<file path="config.mk">
export PLATFORM = sky130hd
export DESIGN_NAME = sgl_limiter
export DESIGN_NICKNAME = d
export VERILOG_FILES = /design/src/design/sgl_pkg.sv /design/src/design/sgl_limiter.sv /design/src/design/sgl_step_timer.sv
export SDC_FILE = /design/constraint.sdc
export NUM_CORES = 1
export LEC_CHECK = 0
export BUFFER_PORTS_ARGS = -buffer_cell sky130_fd_sc_hd__buf_2
export CAP_MARGIN = 40
export CORE_UTILIZATION = 40
export CTS_BUF_LIST = sky130_fd_sc_hd__clkbuf_8
export CTS_CLUSTER_SIZE = 28
export DETAILED_ROUTE_END_ITERATION = 8
export PLACE_DENSITY = 0.6
export SYNTH_ARGS = -nofsm -noshare
export SYNTH_HDL_FRONTEND = slang
export SYNTH_SLANG_ARGS = --single-unit
export TNS_END_PERCENT = 5
</file>
<file path="constraint.sdc">
create_clock -name clk -period 10.7 [get_ports clk]
set_clock_uncertainty 0.15 [all_clocks]
set_input_delay 0.535 -clock clk [delete_from_list [all_inputs] [get_ports clk]]
set_output_delay 0.535 -clock clk [all_outputs]
set_load 0.03 [all_outputs]
</file>
<file path="src/design/sgl_pkg.sv">
// Constants shared by the speaker gain limiter control logic.
// Assumes a single 250 MHz clock and 16-bit control registers.
package sgl_pkg;

   // ----------------------------------------------------------------
   // Clock and timing
   // ----------------------------------------------------------------
   localparam int unsigned CLK_MHZ = 250;
   localparam int unsigned TICK_US = 1;
   localparam int unsigned TICK_CYCLES = CLK_MHZ * TICK_US;
   localparam int unsigned STEPS_PER_6DB = 12;   // 0.5 dB per step
   localparam int unsigned STEP_CNT_W = 20;

   // Rates in microseconds per 6 dB, by code
   localparam int unsigned CLIP_ATK_US [8] =
      '{600, 5400, 10200, 15000, 19800, 24600, 34100, 34100};
   localparam int unsigned CLIP_DCY_US [8] =
      '{120000, 480000, 820000, 1170000, 1640000, 2050000, 2730000,
        4100000};
   localparam int unsigned PWR_ATK_US [8] =
      '{120000, 480000, 840000, 1200000, 1680000, 2040000, 2760000,
        4080000};
   localparam int unsigned PWR_DCY_US [8] =
      '{1080000, 1200000, 1320000, 1680000, 2040000, 2760000, 4080000,
        8160000};

   // ----------------------------------------------------------------
   // Register offsets
   // ----------------------------------------------------------------
   localparam logic [7:0] PWR_MGMT3_ADDR = 8'h03;
   localparam logic [7:0] CLIP_CTRL_ADDR = 8'h62;
   localparam logic [7:0] PWR_CTRL_ADDR = 8'h63;
   localparam logic [7:0] LIM_CTRL2_ADDR = 8'h64;
   localparam logic [7:0] LIM_STATUS_ADDR = 8'h65;

   // ----------------------------------------------------------------
   // Field positions and reset values
   // ----------------------------------------------------------------
   localparam int unsigned MASTER_EN_BIT = 14;
   localparam int unsigned DET_EN_BIT = 15;
   localparam int unsigned MEAS_MODE_BIT = 12;
   localparam int unsigned THR_LSB = 8;
   localparam int unsigned ATK_LSB = 4;
   localparam int unsigned DCY_LSB = 0;
   localparam int unsigned RAMP_BIT = 8;
   localparam int unsigned FLOOR_LSB = 0;
   localparam int unsigned LIMITING_BIT = 15;

   localparam logic MASTER_EN_RST = 1'b0;
   localparam logic CLIP_EN_RST = 1'b1;
   localparam logic [3:0] CLIP_THR_RST = 4'h6;
   localparam logic [2:0] CLIP_ATK_RST = 3'h4;
   localparam logic [2:0] CLIP_DCY_RST = 3'h0;
   localparam logic PWR_EN_RST = 1'b1;
   localparam logic PWR_MODE_RST = 1'b0;
   localparam logic [3:0] PWR_THR_RST = 4'h0;
   localparam logic [2:0] PWR_ATK_RST = 3'h0;
   localparam logic [2:0] PWR_DCY_RST = 3'h0;
   localparam logic RAMP_RST = 1'b0;
   localparam logic [5:0] FLOOR_RST = 6'h00;

   // ----------------------------------------------------------------
   // Limiter sequencing states
   // ----------------------------------------------------------------
   typedef enum logic [2:0] {
      ST_IDLE = 3'h1,
      ST_ATTACK = 3'h2,
      ST_DECAY = 3'h4
   } sgl_state_t;

endpackage

</file>
<file path="src/design/sgl_limiter.sv">
// Speaker gain limiter control: registers, detectors, attack/decay
// sequencing and zero-cross gated attenuation in 0.5 dB steps.
// Assumes decoded register writes/reads and synchronous comparator inputs.
`timescale 1ns/1ps
module sgl_limiter #(
   parameter int unsigned TICK_CYCLES = sgl_pkg::TICK_CYCLES
) (
   input wire logic clk,
   input wire logic rst_b,
   input wire logic reg_we,
   input wire logic reg_re,
   input wire logic [7:0] reg_addr,
   input wire logic [15:0] reg_wdata,
   output logic [15:0] reg_rdata_q,
   input wire logic clip_trip,
   input wire logic power_trip_rms,
   input wire logic power_trip_inst,
   input wire logic zero_cross,
   input wire logic [5:0] speaker_volume_stage,
   output logic [3:0] clip_headroom_threshold_q,
   output logic [3:0] power_limit_threshold_q,
   output logic power_measure_mode_q,
   output logic [6:0] atten_q,
   output logic [6:0] speaker_gain_q,
   output logic limiting_q
);

   localparam int unsigned CW = sgl_pkg::STEP_CNT_W;

   // ----------------------------------------------------------------
   // Control registers
   // ----------------------------------------------------------------
   logic master_en_q, master_en_d;
   logic clip_en_q, clip_en_d;
   logic [3:0] clip_thr_d;
   logic [2:0] clip_atk_q, clip_atk_d;
   logic [2:0] clip_dcy_q, clip_dcy_d;
   logic pwr_en_q, pwr_en_d;
   logic pwr_mode_d;
   logic [3:0] pwr_thr_d;
   logic [2:0] pwr_atk_q, pwr_atk_d;
   logic [2:0] pwr_dcy_q, pwr_dcy_d;
   logic ramp_q, ramp_d;
   logic [5:0] floor_q, floor_d;
   logic [15:0] rdata_d;

   // Register writes; reserved bits are dropped and read back as zero
   always_comb begin
      master_en_d = master_en_q;
      clip_en_d = clip_en_q;
      clip_thr_d = clip_headroom_threshold_q;
      clip_atk_d = clip_atk_q;
      clip_dcy_d = clip_dcy_q;
      pwr_en_d = pwr_en_q;
      pwr_mode_d = power_measure_mode_q;
      pwr_thr_d = power_limit_threshold_q;
      pwr_atk_d = pwr_atk_q;
      pwr_dcy_d = pwr_dcy_q;
      ramp_d = ramp_q;
      floor_d = floor_q;
      if (reg_we) begin
         case (reg_addr)
            sgl_pkg::PWR_MGMT3_ADDR: begin
               master_en_d = reg_wdata[sgl_pkg::MASTER_EN_BIT];
            end
            sgl_pkg::CLIP_CTRL_ADDR: begin
               clip_en_d = reg_wdata[sgl_pkg::DET_EN_BIT];
               clip_thr_d = reg_wdata[sgl_pkg::THR_LSB +: 4];
               clip_atk_d = reg_wdata[sgl_pkg::ATK_LSB +: 3];
               clip_dcy_d = reg_wdata[sgl_pkg::DCY_LSB +: 3];
            end
            sgl_pkg::PWR_CTRL_ADDR: begin
               pwr_en_d = reg_wdata[sgl_pkg::DET_EN_BIT];
               pwr_mode_d = reg_wdata[sgl_pkg::MEAS_MODE_BIT];
               pwr_thr_d = reg_wdata[sgl_pkg::THR_LSB +: 4];
               pwr_atk_d = reg_wdata[sgl_pkg::ATK_LSB +: 3];
               pwr_dcy_d = reg_wdata[sgl_pkg::DCY_LSB +: 3];
            end
            sgl_pkg::LIM_CTRL2_ADDR: begin
               ramp_d = reg_wdata[sgl_pkg::RAMP_BIT];
               floor_d = reg_wdata[sgl_pkg::FLOOR_LSB +: 6];
            end
            default: begin
            end
         endcase
      end
   end

   // Read data is registered; unmapped addresses read as zero
   always_comb begin
      rdata_d = reg_rdata_q;
      if (reg_re) begin
         rdata_d = 16'h0000;
         case (reg_addr)
            sgl_pkg::PWR_MGMT3_ADDR: begin
               rdata_d[sgl_pkg::MASTER_EN_BIT] = master_en_q;
            end
            sgl_pkg::CLIP_CTRL_ADDR: begin
               rdata_d[sgl_pkg::DET_EN_BIT] = clip_en_q;
               rdata_d[sgl_pkg::THR_LSB +: 4] = clip_headroom_threshold_q;
               rdata_d[sgl_pkg::ATK_LSB +: 3] = clip_atk_q;
               rdata_d[sgl_pkg::DCY_LSB +: 3] = clip_dcy_q;
            end
            sgl_pkg::PWR_CTRL_ADDR: begin
               rdata_d[sgl_pkg::DET_EN_BIT] = pwr_en_q;
               rdata_d[sgl_pkg::MEAS_MODE_BIT] = power_measure_mode_q;
               rdata_d[sgl_pkg::THR_LSB +: 4] = power_limit_threshold_q;
               rdata_d[sgl_pkg::ATK_LSB +: 3] = pwr_atk_q;
               rdata_d[sgl_pkg::DCY_LSB +: 3] = pwr_dcy_q;
            end
            sgl_pkg::LIM_CTRL2_ADDR: begin
               rdata_d[sgl_pkg::RAMP_BIT] = ramp_q;
               rdata_d[sgl_pkg::FLOOR_LSB +: 6] = floor_q;
            end
            sgl_pkg::LIM_STATUS_ADDR: begin
               rdata_d[sgl_pkg::LIMITING_BIT] = limiting_q;
               rdata_d[6:0] = atten_q;
            end
            default: begin
            end
         endcase
      end
   end

   always_ff @(posedge clk) begin
      if (!rst_b) begin
         master_en_q <= sgl_pkg::MASTER_EN_RST;
         clip_en_q <= sgl_pkg::CLIP_EN_RST;
         clip_headroom_threshold_q <= sgl_pkg::CLIP_THR_RST;
         clip_atk_q <= sgl_pkg::CLIP_ATK_RST;
         clip_dcy_q <= sgl_pkg::CLIP_DCY_RST;
         pwr_en_q <= sgl_pkg::PWR_EN_RST;
         power_measure_mode_q <= sgl_pkg::PWR_MODE_RST;
         power_limit_threshold_q <= sgl_pkg::PWR_THR_RST;
         pwr_atk_q <= sgl_pkg::PWR_ATK_RST;
         pwr_dcy_q <= sgl_pkg::PWR_DCY_RST;
         ramp_q <= sgl_pkg::RAMP_RST;
         floor_q <= sgl_pkg::FLOOR_RST;
         reg_rdata_q <= 16'h0000;
      end else begin
         master_en_q <= master_en_d;
         clip_en_q <= clip_en_d;
         clip_headroom_threshold_q <= clip_thr_d;
         clip_atk_q <= clip_atk_d;
         clip_dcy_q <= clip_dcy_d;
         pwr_en_q <= pwr_en_d;
         power_measure_mode_q <= pwr_mode_d;
         power_limit_threshold_q <= pwr_thr_d;
         pwr_atk_q <= pwr_atk_d;
         pwr_dcy_q <= pwr_dcy_d;
         ramp_q <= ramp_d;
         floor_q <= floor_d;
         reg_rdata_q <= rdata_d;
      end
   end

   // ----------------------------------------------------------------
   // Detectors and rate selection
   // ----------------------------------------------------------------
   logic clip_act, pwr_trip, pwr_act, any_act;
   logic [CW-1:0] atk_limit, dcy_limit;
   logic [9:0] tick_cnt_q, tick_cnt_d;
   logic tick_q, tick_d;
   logic atk_step, dcy_step;
   sgl_pkg::sgl_state_t state_q, state_d;
   logic clip_seen_q, clip_seen_d;
   logic pwr_seen_q, pwr_seen_d;

   // The analogue side turns output voltage into a power comparison
   // for the selected threshold; mode picks which trip is used
   assign pwr_trip = power_measure_mode_q ? power_trip_rms
                                          : power_trip_inst;
   assign clip_act = master_en_q && clip_en_q && clip_trip;
   assign pwr_act = master_en_q && pwr_en_q && pwr_trip;
   assign any_act = clip_act || pwr_act;

   // Step interval in ticks is the per-6dB time over twelve steps
   always_comb begin
      if (clip_act) begin
         atk_limit = CW'(sgl_pkg::CLIP_ATK_US[clip_atk_q]
                         / sgl_pkg::STEPS_PER_6DB);
      end else begin
         atk_limit = CW'(sgl_pkg::PWR_ATK_US[pwr_atk_q]
                         / sgl_pkg::STEPS_PER_6DB);
      end
      // Decay follows the power setting whenever power tripped at all
      if (clip_seen_q && !pwr_seen_q) begin
         dcy_limit = CW'(sgl_pkg::CLIP_DCY_US[clip_dcy_q]
                         / sgl_pkg::STEPS_PER_6DB);
      end else begin
         dcy_limit = CW'(sgl_pkg::PWR_DCY_US[pwr_dcy_q]
                         / sgl_pkg::STEPS_PER_6DB);
      end
   end

   // Microsecond prescaler shared by both step timers
   always_comb begin
      tick_d = 1'b0;
      tick_cnt_d = tick_cnt_q + 10'h001;
      if (tick_cnt_q >= 10'(TICK_CYCLES - 1)) begin
         tick_cnt_d = 10'h000;
         tick_d = 1'b1;
      end
   end

   always_ff @(posedge clk) begin
      if (!rst_b) begin
         tick_cnt_q <= 10'h000;
         tick_q <= 1'b0;
      end else begin
         tick_cnt_q <= tick_cnt_d;
         tick_q <= tick_d;
      end
   end

   sgl_step_timer #(.CNT_W(CW)) u_atk_timer (
      .clk(clk),
      .rst_b(rst_b),
      .run((state_q == sgl_pkg::ST_ATTACK) && any_act),
      .tick(tick_q),
      .limit(atk_limit),
      .step_q(atk_step)
   );

   sgl_step_timer #(.CNT_W(CW)) u_dcy_timer (
      .clk(clk),
      .rst_b(rst_b),
      .run(state_q == sgl_pkg::ST_DECAY),
      .tick(tick_q),
      .limit(dcy_limit),
      .step_q(dcy_step)
   );

   // ----------------------------------------------------------------
   // Attenuation sequencing
   // ----------------------------------------------------------------
   logic [4:0] pend_q, pend_d, pend_sum, apply_n;
   logic [6:0] atten_d, limit_hd, gain_d;
   logic [7:0] up_sum;
   logic limiting_d;

   // Largest cut keeps the path at or above the floor gain
   assign limit_hd = (speaker_volume_stage > floor_q) ?
                     {speaker_volume_stage - floor_q, 1'b0} : 7'h00;

   always_comb begin
      state_d = state_q;
      clip_seen_d = clip_seen_q | clip_act;
      pwr_seen_d = pwr_seen_q | pwr_act;
      case (state_q)
         sgl_pkg::ST_IDLE: begin
            clip_seen_d = clip_act;
            pwr_seen_d = pwr_act;
            if (any_act) begin
               state_d = sgl_pkg::ST_ATTACK;
            end
         end
         sgl_pkg::ST_ATTACK: begin
            if (!any_act) begin
               state_d = sgl_pkg::ST_DECAY;
            end
         end
         sgl_pkg::ST_DECAY: begin
            if (any_act) begin
               state_d = sgl_pkg::ST_ATTACK;
               clip_seen_d = clip_act;
               pwr_seen_d = pwr_act;
            end else if (atten_q == 7'h00) begin
               state_d = sgl_pkg::ST_IDLE;
            end
         end
         default: begin
            state_d = sgl_pkg::ST_IDLE;
         end
      endcase
      if (!master_en_q) begin
         state_d = sgl_pkg::ST_IDLE;
      end
   end

   // Timer steps pile up and are spent only on a zero-cross, so the
   // gain moves mid-cycle only when master enable clears it; the ramp bit trades speed for smoothness
   always_comb begin
      pend_sum = pend_q;
      if ((atk_step || dcy_step) && pend_q != 5'h1f) begin
         pend_sum = pend_q + 5'h01;
      end
      apply_n = 5'h00;
      if (zero_cross) begin
         apply_n = (ramp_q && pend_sum != 5'h00) ? 5'h01 : pend_sum;
      end
      pend_d = pend_sum - apply_n;
      atten_d = atten_q;
      up_sum = {1'b0, atten_q} + {3'h0, apply_n};
      if (state_q == sgl_pkg::ST_ATTACK && zero_cross) begin
         atten_d = (up_sum > {1'b0, limit_hd}) ? limit_hd
                                               : up_sum[6:0];
      end else if (state_q == sgl_pkg::ST_DECAY && zero_cross) begin
         atten_d = ({2'h0, apply_n} > atten_q) ? 7'h00
                                               : atten_q - {2'h0, apply_n};
      end
      if (state_d != state_q) begin
         pend_d = 5'h00;
      end
      if (!master_en_q) begin
         atten_d = 7'h00;
         pend_d = 5'h00;
      end
      limiting_d = (atten_d != 7'h00);
      gain_d = {speaker_volume_stage, 1'b0} - atten_d;
   end

   always_ff @(posedge clk) begin
      if (!rst_b) begin
         state_q <= sgl_pkg::ST_IDLE;
         clip_seen_q <= 1'b0;
         pwr_seen_q <= 1'b0;
         pend_q <= 5'h00;
         atten_q <= 7'h00;
         speaker_gain_q <= 7'h00;
         limiting_q <= 1'b0;
      end else begin
         state_q <= state_d;
         clip_seen_q <= clip_seen_d;
         pwr_seen_q <= pwr_seen_d;
         pend_q <= pend_d;
         atten_q <= atten_d;
         speaker_gain_q <= gain_d;
         limiting_q <= limiting_d;
      end
   end

endmodule

</file>
<file path="src/design/sgl_step_timer.sv">
// Step timer: emits one pulse per elapsed step interval while running.
// Assumes a one-cycle tick strobe from a shared prescaler.
`timescale 1ns/1ps
module sgl_step_timer #(
   parameter int unsigned CNT_W = 20
) (
   input wire logic clk,
   input wire logic rst_b,
   input wire logic run,
   input wire logic tick,
   input wire logic [CNT_W-1:0] limit,
   output logic step_q
);

   logic [CNT_W-1:0] cnt_q, cnt_d;
   logic step_d;

   // Count ticks; restart on each step so the rate is steady
   always_comb begin
      cnt_d = cnt_q;
      step_d = 1'b0;
      if (!run) begin
         cnt_d = '0;
      end else if (tick) begin
         if (cnt_q + 1'b1 >= limit) begin
            cnt_d = '0;
            step_d = 1'b1;
         end else begin
            cnt_d = cnt_q + 1'b1;
         end
      end
   end

   always_ff @(posedge clk) begin
      if (!rst_b) begin
         cnt_q <= '0;
         step_q <= 1'b0;
      end else begin
         cnt_q <= cnt_d;
         step_q <= step_d;
      end
   end

endmodule

</file>
==> impl_metrics.csv <==
group,metric,value,unit
worst_setup_path,path_depth,44,
finish,utilization,45.4,%
placement,dpl_cell_area,12100,um2
route,antenna_left,0,
sta,hold_ws,0.180,ns
worst_setup_path,cp-start-kind,"flop",
placement,pre_cts_slack,0.397,ns
worst_setup_path,cp_slowest_cell,"or3_1",
route,detail_route.wl_per_cell,16.0,um
floorplanning,die_h,170,um
clock_network,clk_latency,0.44,ns
synthesis,synth_edf_count,0,
synthesis,yosysWarnings,0,
global_routing,antenna_found_initial,2,
floorplanning,initial_core_util,40.7,%
sta,hold_viol,0,
worst_setup_path,critical-path-max-stage-delay,0.48,ns
synthesis,synth-seq-area-share,21.6,%
synthesis,ys_ff_latch,122,
synthesis,synth_cells,1529,
worst_hold_path,hold_depth,3,
synthesis,synth_flop_cell,"dfxtp_1",
worst_setup_path,critical_path_class,"flop to flop",
global_routing,grt_usage,21.9,%
synthesis,synth_top_cell_area_share,21.6,%
clock_network,cts_tree,"yes",
sta,achievable-frequency,0.0991,GHz
worst_setup_path,path_max_fanout,8,
placement,dp_cells,1931,
route,vias,11200,
finish,fin_nets,1715,
route,drt_iter0_markers,817,
synthesis,yosysTopAreaCell,"dfxtp_1",
clock_network,root_buffer,"clkbuf_8",
sta,maxSlewViolCount,0,
global_routing,grt_pass1_wl,51500,um
power_and_ir_drop,p_per_area,77.0,nW/um2
sta,setup_viol,0,
sta,slew_headroom,45.3,%
finish,final_cell_count_no_fill,1966,
synthesis,async_flop_share,0,%
worst_setup_path,cp-end-kind,"flop",
sta,timing.setup.tns,0,ns
sta,worst_slew_pin_slew,0.818,ns
clock_network,cts.sinks,122,
finish,syn_to_final_growth,11.8,%
clock_network,cts-buffers-inserted,17,
floorplanning,die_w,170,um
sta,final.min_clock_period,10.09,ns
floorplanning,fp.coreArea,27800,um2
power_and_ir_drop,total_power,0.972,mW
worst_setup_path,cp.arrival,10.30,ns
floorplanning,fp-row-count,61,
sta,finalCritPeriodShare,94.3,%
clock_network,cts_max_level,4,
finish,final.fill_count,2885,
job,drv_cap,0,
power_and_ir_drop,ir_worst_vdd,64.1,uV
worst_setup_path,cp_data_required_time,10.90,ns
floorplanning,die-area,28900,um2
floorplanning,ioPinCount,78,
finish,final_area,12600,um2
synthesis,avgSynthCellArea,7.39,um2
global_routing,grt_pass1_vias,10300,
placement,portBuffers,73,
synthesis,yosys-top-cells-area,"dfxtp_1, ha_1, nand2_1",
synthesis,yosysUniqueCellTypes,85,
clock_network,clkTransAtPathRegs,0.09,ns
clock_network,cts.path.max_buffers,2,
outcome,outcome,"finished, final reports clean",
route,vias_per_cell,5.71,
global_routing,grt_max_degree,51,
worst_setup_path,worstRegToRegCells,44,
route,wl,31400,um
global_routing,globalRouteOverflowTotal,0,
synthesis,netlist_area,11300,um2
placement,dpl.hpwl,23800,um
finish,final_layout_size_suffix_gt1_share,12.5,%
route,drtPass1Iterations,6,
placement,place.gp.congestion,0.921,
worst_setup_path,cp_top_family,"compound AO/OA/AOI/OAI gates",
power_and_ir_drop,leakagePower,5.43,nW
worst_setup_path,rrSetupSlack,0.61,ns
worst_setup_path,crit_top_cell,"a21o_1",
worst_setup_path,critPathBufInv,4,
sta,layout_setup_ws,0.606,ns
worst_hold_path,min_path_type,"input pin to flop",
route,drc,0,
## power by group
group	internal [mW]	total (mW)	switching (mW)
clock network	0.198	0.433	0.236
logic	0.0307	0.0788	0.0481
registers	0.458	0.460	0.00263
total	0.686	0.972	0.286
## repair_timing
action,in CTS,in global routing
hold endpoints to repair,0,0
endpoints found under the setup margin,0,21
buffers inserted,0,1
gates resized for setup,0,28
hold buffers,0,0
## synth_stat cells, types with 14 or more instances
cell	n
nand2_1	205
nor2_1	148
dfxtp_1	122
a21oi_1	119
ha_1	99
nand3_1	83
o21ai_0	66
clkbuf_1	65
a21o_1	51
inv_1	46
xnor2_1	40
mux2i_1	38
xor2_1	34
nor3_1	31
and3_1	27
nand2b_1	27
a31oi_1	18
a22o_1	17
a22oi_1	15
nand4_1	15
a211oi_1	14
mux2_2	14
o211ai_1	14
## metal layers
layer / part of all wire, % / vias up / routed length, um / global-route usage (%)
li1: - / 5633 / - / -
met1: 46 / 5247 / 14400 / 28.6
met2: 48 / 294 / 14900 / 37.3
met3: 5.1 / 46 / 1610 / 3.79
met4: 1.7 / 0 / 529 / 5.17
met5: 0 / - / 0 / 0
## path summary, 6_finish.rpt
| check | startpoint | end |
|---|---|---|
| setup reg to reg | pwr_dcy_q[1] | u_dcy_timer.cnt_q[3] |
| setup / recovery | pwr_dcy_q[1] | u_dcy_timer.cnt_q[3] |
| hold / removal | reg_wdata[9] | clip_headroom_threshold_q[1] |
| hold reg to reg | reg_rdata_q[11] | reg_rdata_q[11] |
## worst register-to-register path: cells and delay by family, from the launching register on
kind	cells	cell delay, ns
flip-flops	1	0.36
AND/OR/NAND/NOR	9	2.06
AO/OA/AOI/OAI	23	4.57
buffers and inverters	4	0.58
multiplexers	4	1.24
adder cells (fa/ha/maj)	4	1.06
## flip-flops by register name, summed over array words and instances, names as in the netlist, 5 cells and up
signal and count:
pend_q 5, tick_cnt_q 10, u_dcy_timer.cnt_q 20, speaker_gain_q 6, atten_q 7, floor_q 6, reg_rdata_q 14, u_atk_timer.cnt_q 20
## area by class of cell
cell class / count / area (um2) / area share, %
multi-input cells: 1279 / 8470 / 67.1
flip-flops and latches: 122 / 2450 / 19.4
repair buffers: 106 / 643 / 5.09
well taps: 378 / 473 / 3.75
clock buffers: 17 / 234 / 1.85
inverters: 47 / 176 / 1.40
clock inverters: 15 / 174 / 1.38
diodes: 2 / 5.00 / 0.0396
## cell families after synthesis
logic type	after synthesis	share of synthesized area, %
AOI/OAI and AO/OA	431	25.7
xor gates and xnor gates	74	5.74
adders and majority gates	106	12.0
buffers and inverters	131	4.66
DFF	122	21.6
muxes	53	4.90
other	1	0.0332
and+or+nand+nor	611	25.3
## cells in the final DEF, fill, tap and decap left out, types with 28 or more instances in the layout
master	netlist	final
a21o_1	51	51
a21oi_1	119	117
buf_2	7	74
buf_4	3	28
dfxtp_1	122	119
ha_1	99	97
inv_1	46	46
mux2i_1	38	37
nand2_1	205	204
nand3_1	83	83
nor2_1	148	147
o21ai_0	66	65
xnor2_1	40	40
xor2_1	34	34
Note: power is estimated with default switching activity, not from simulation.
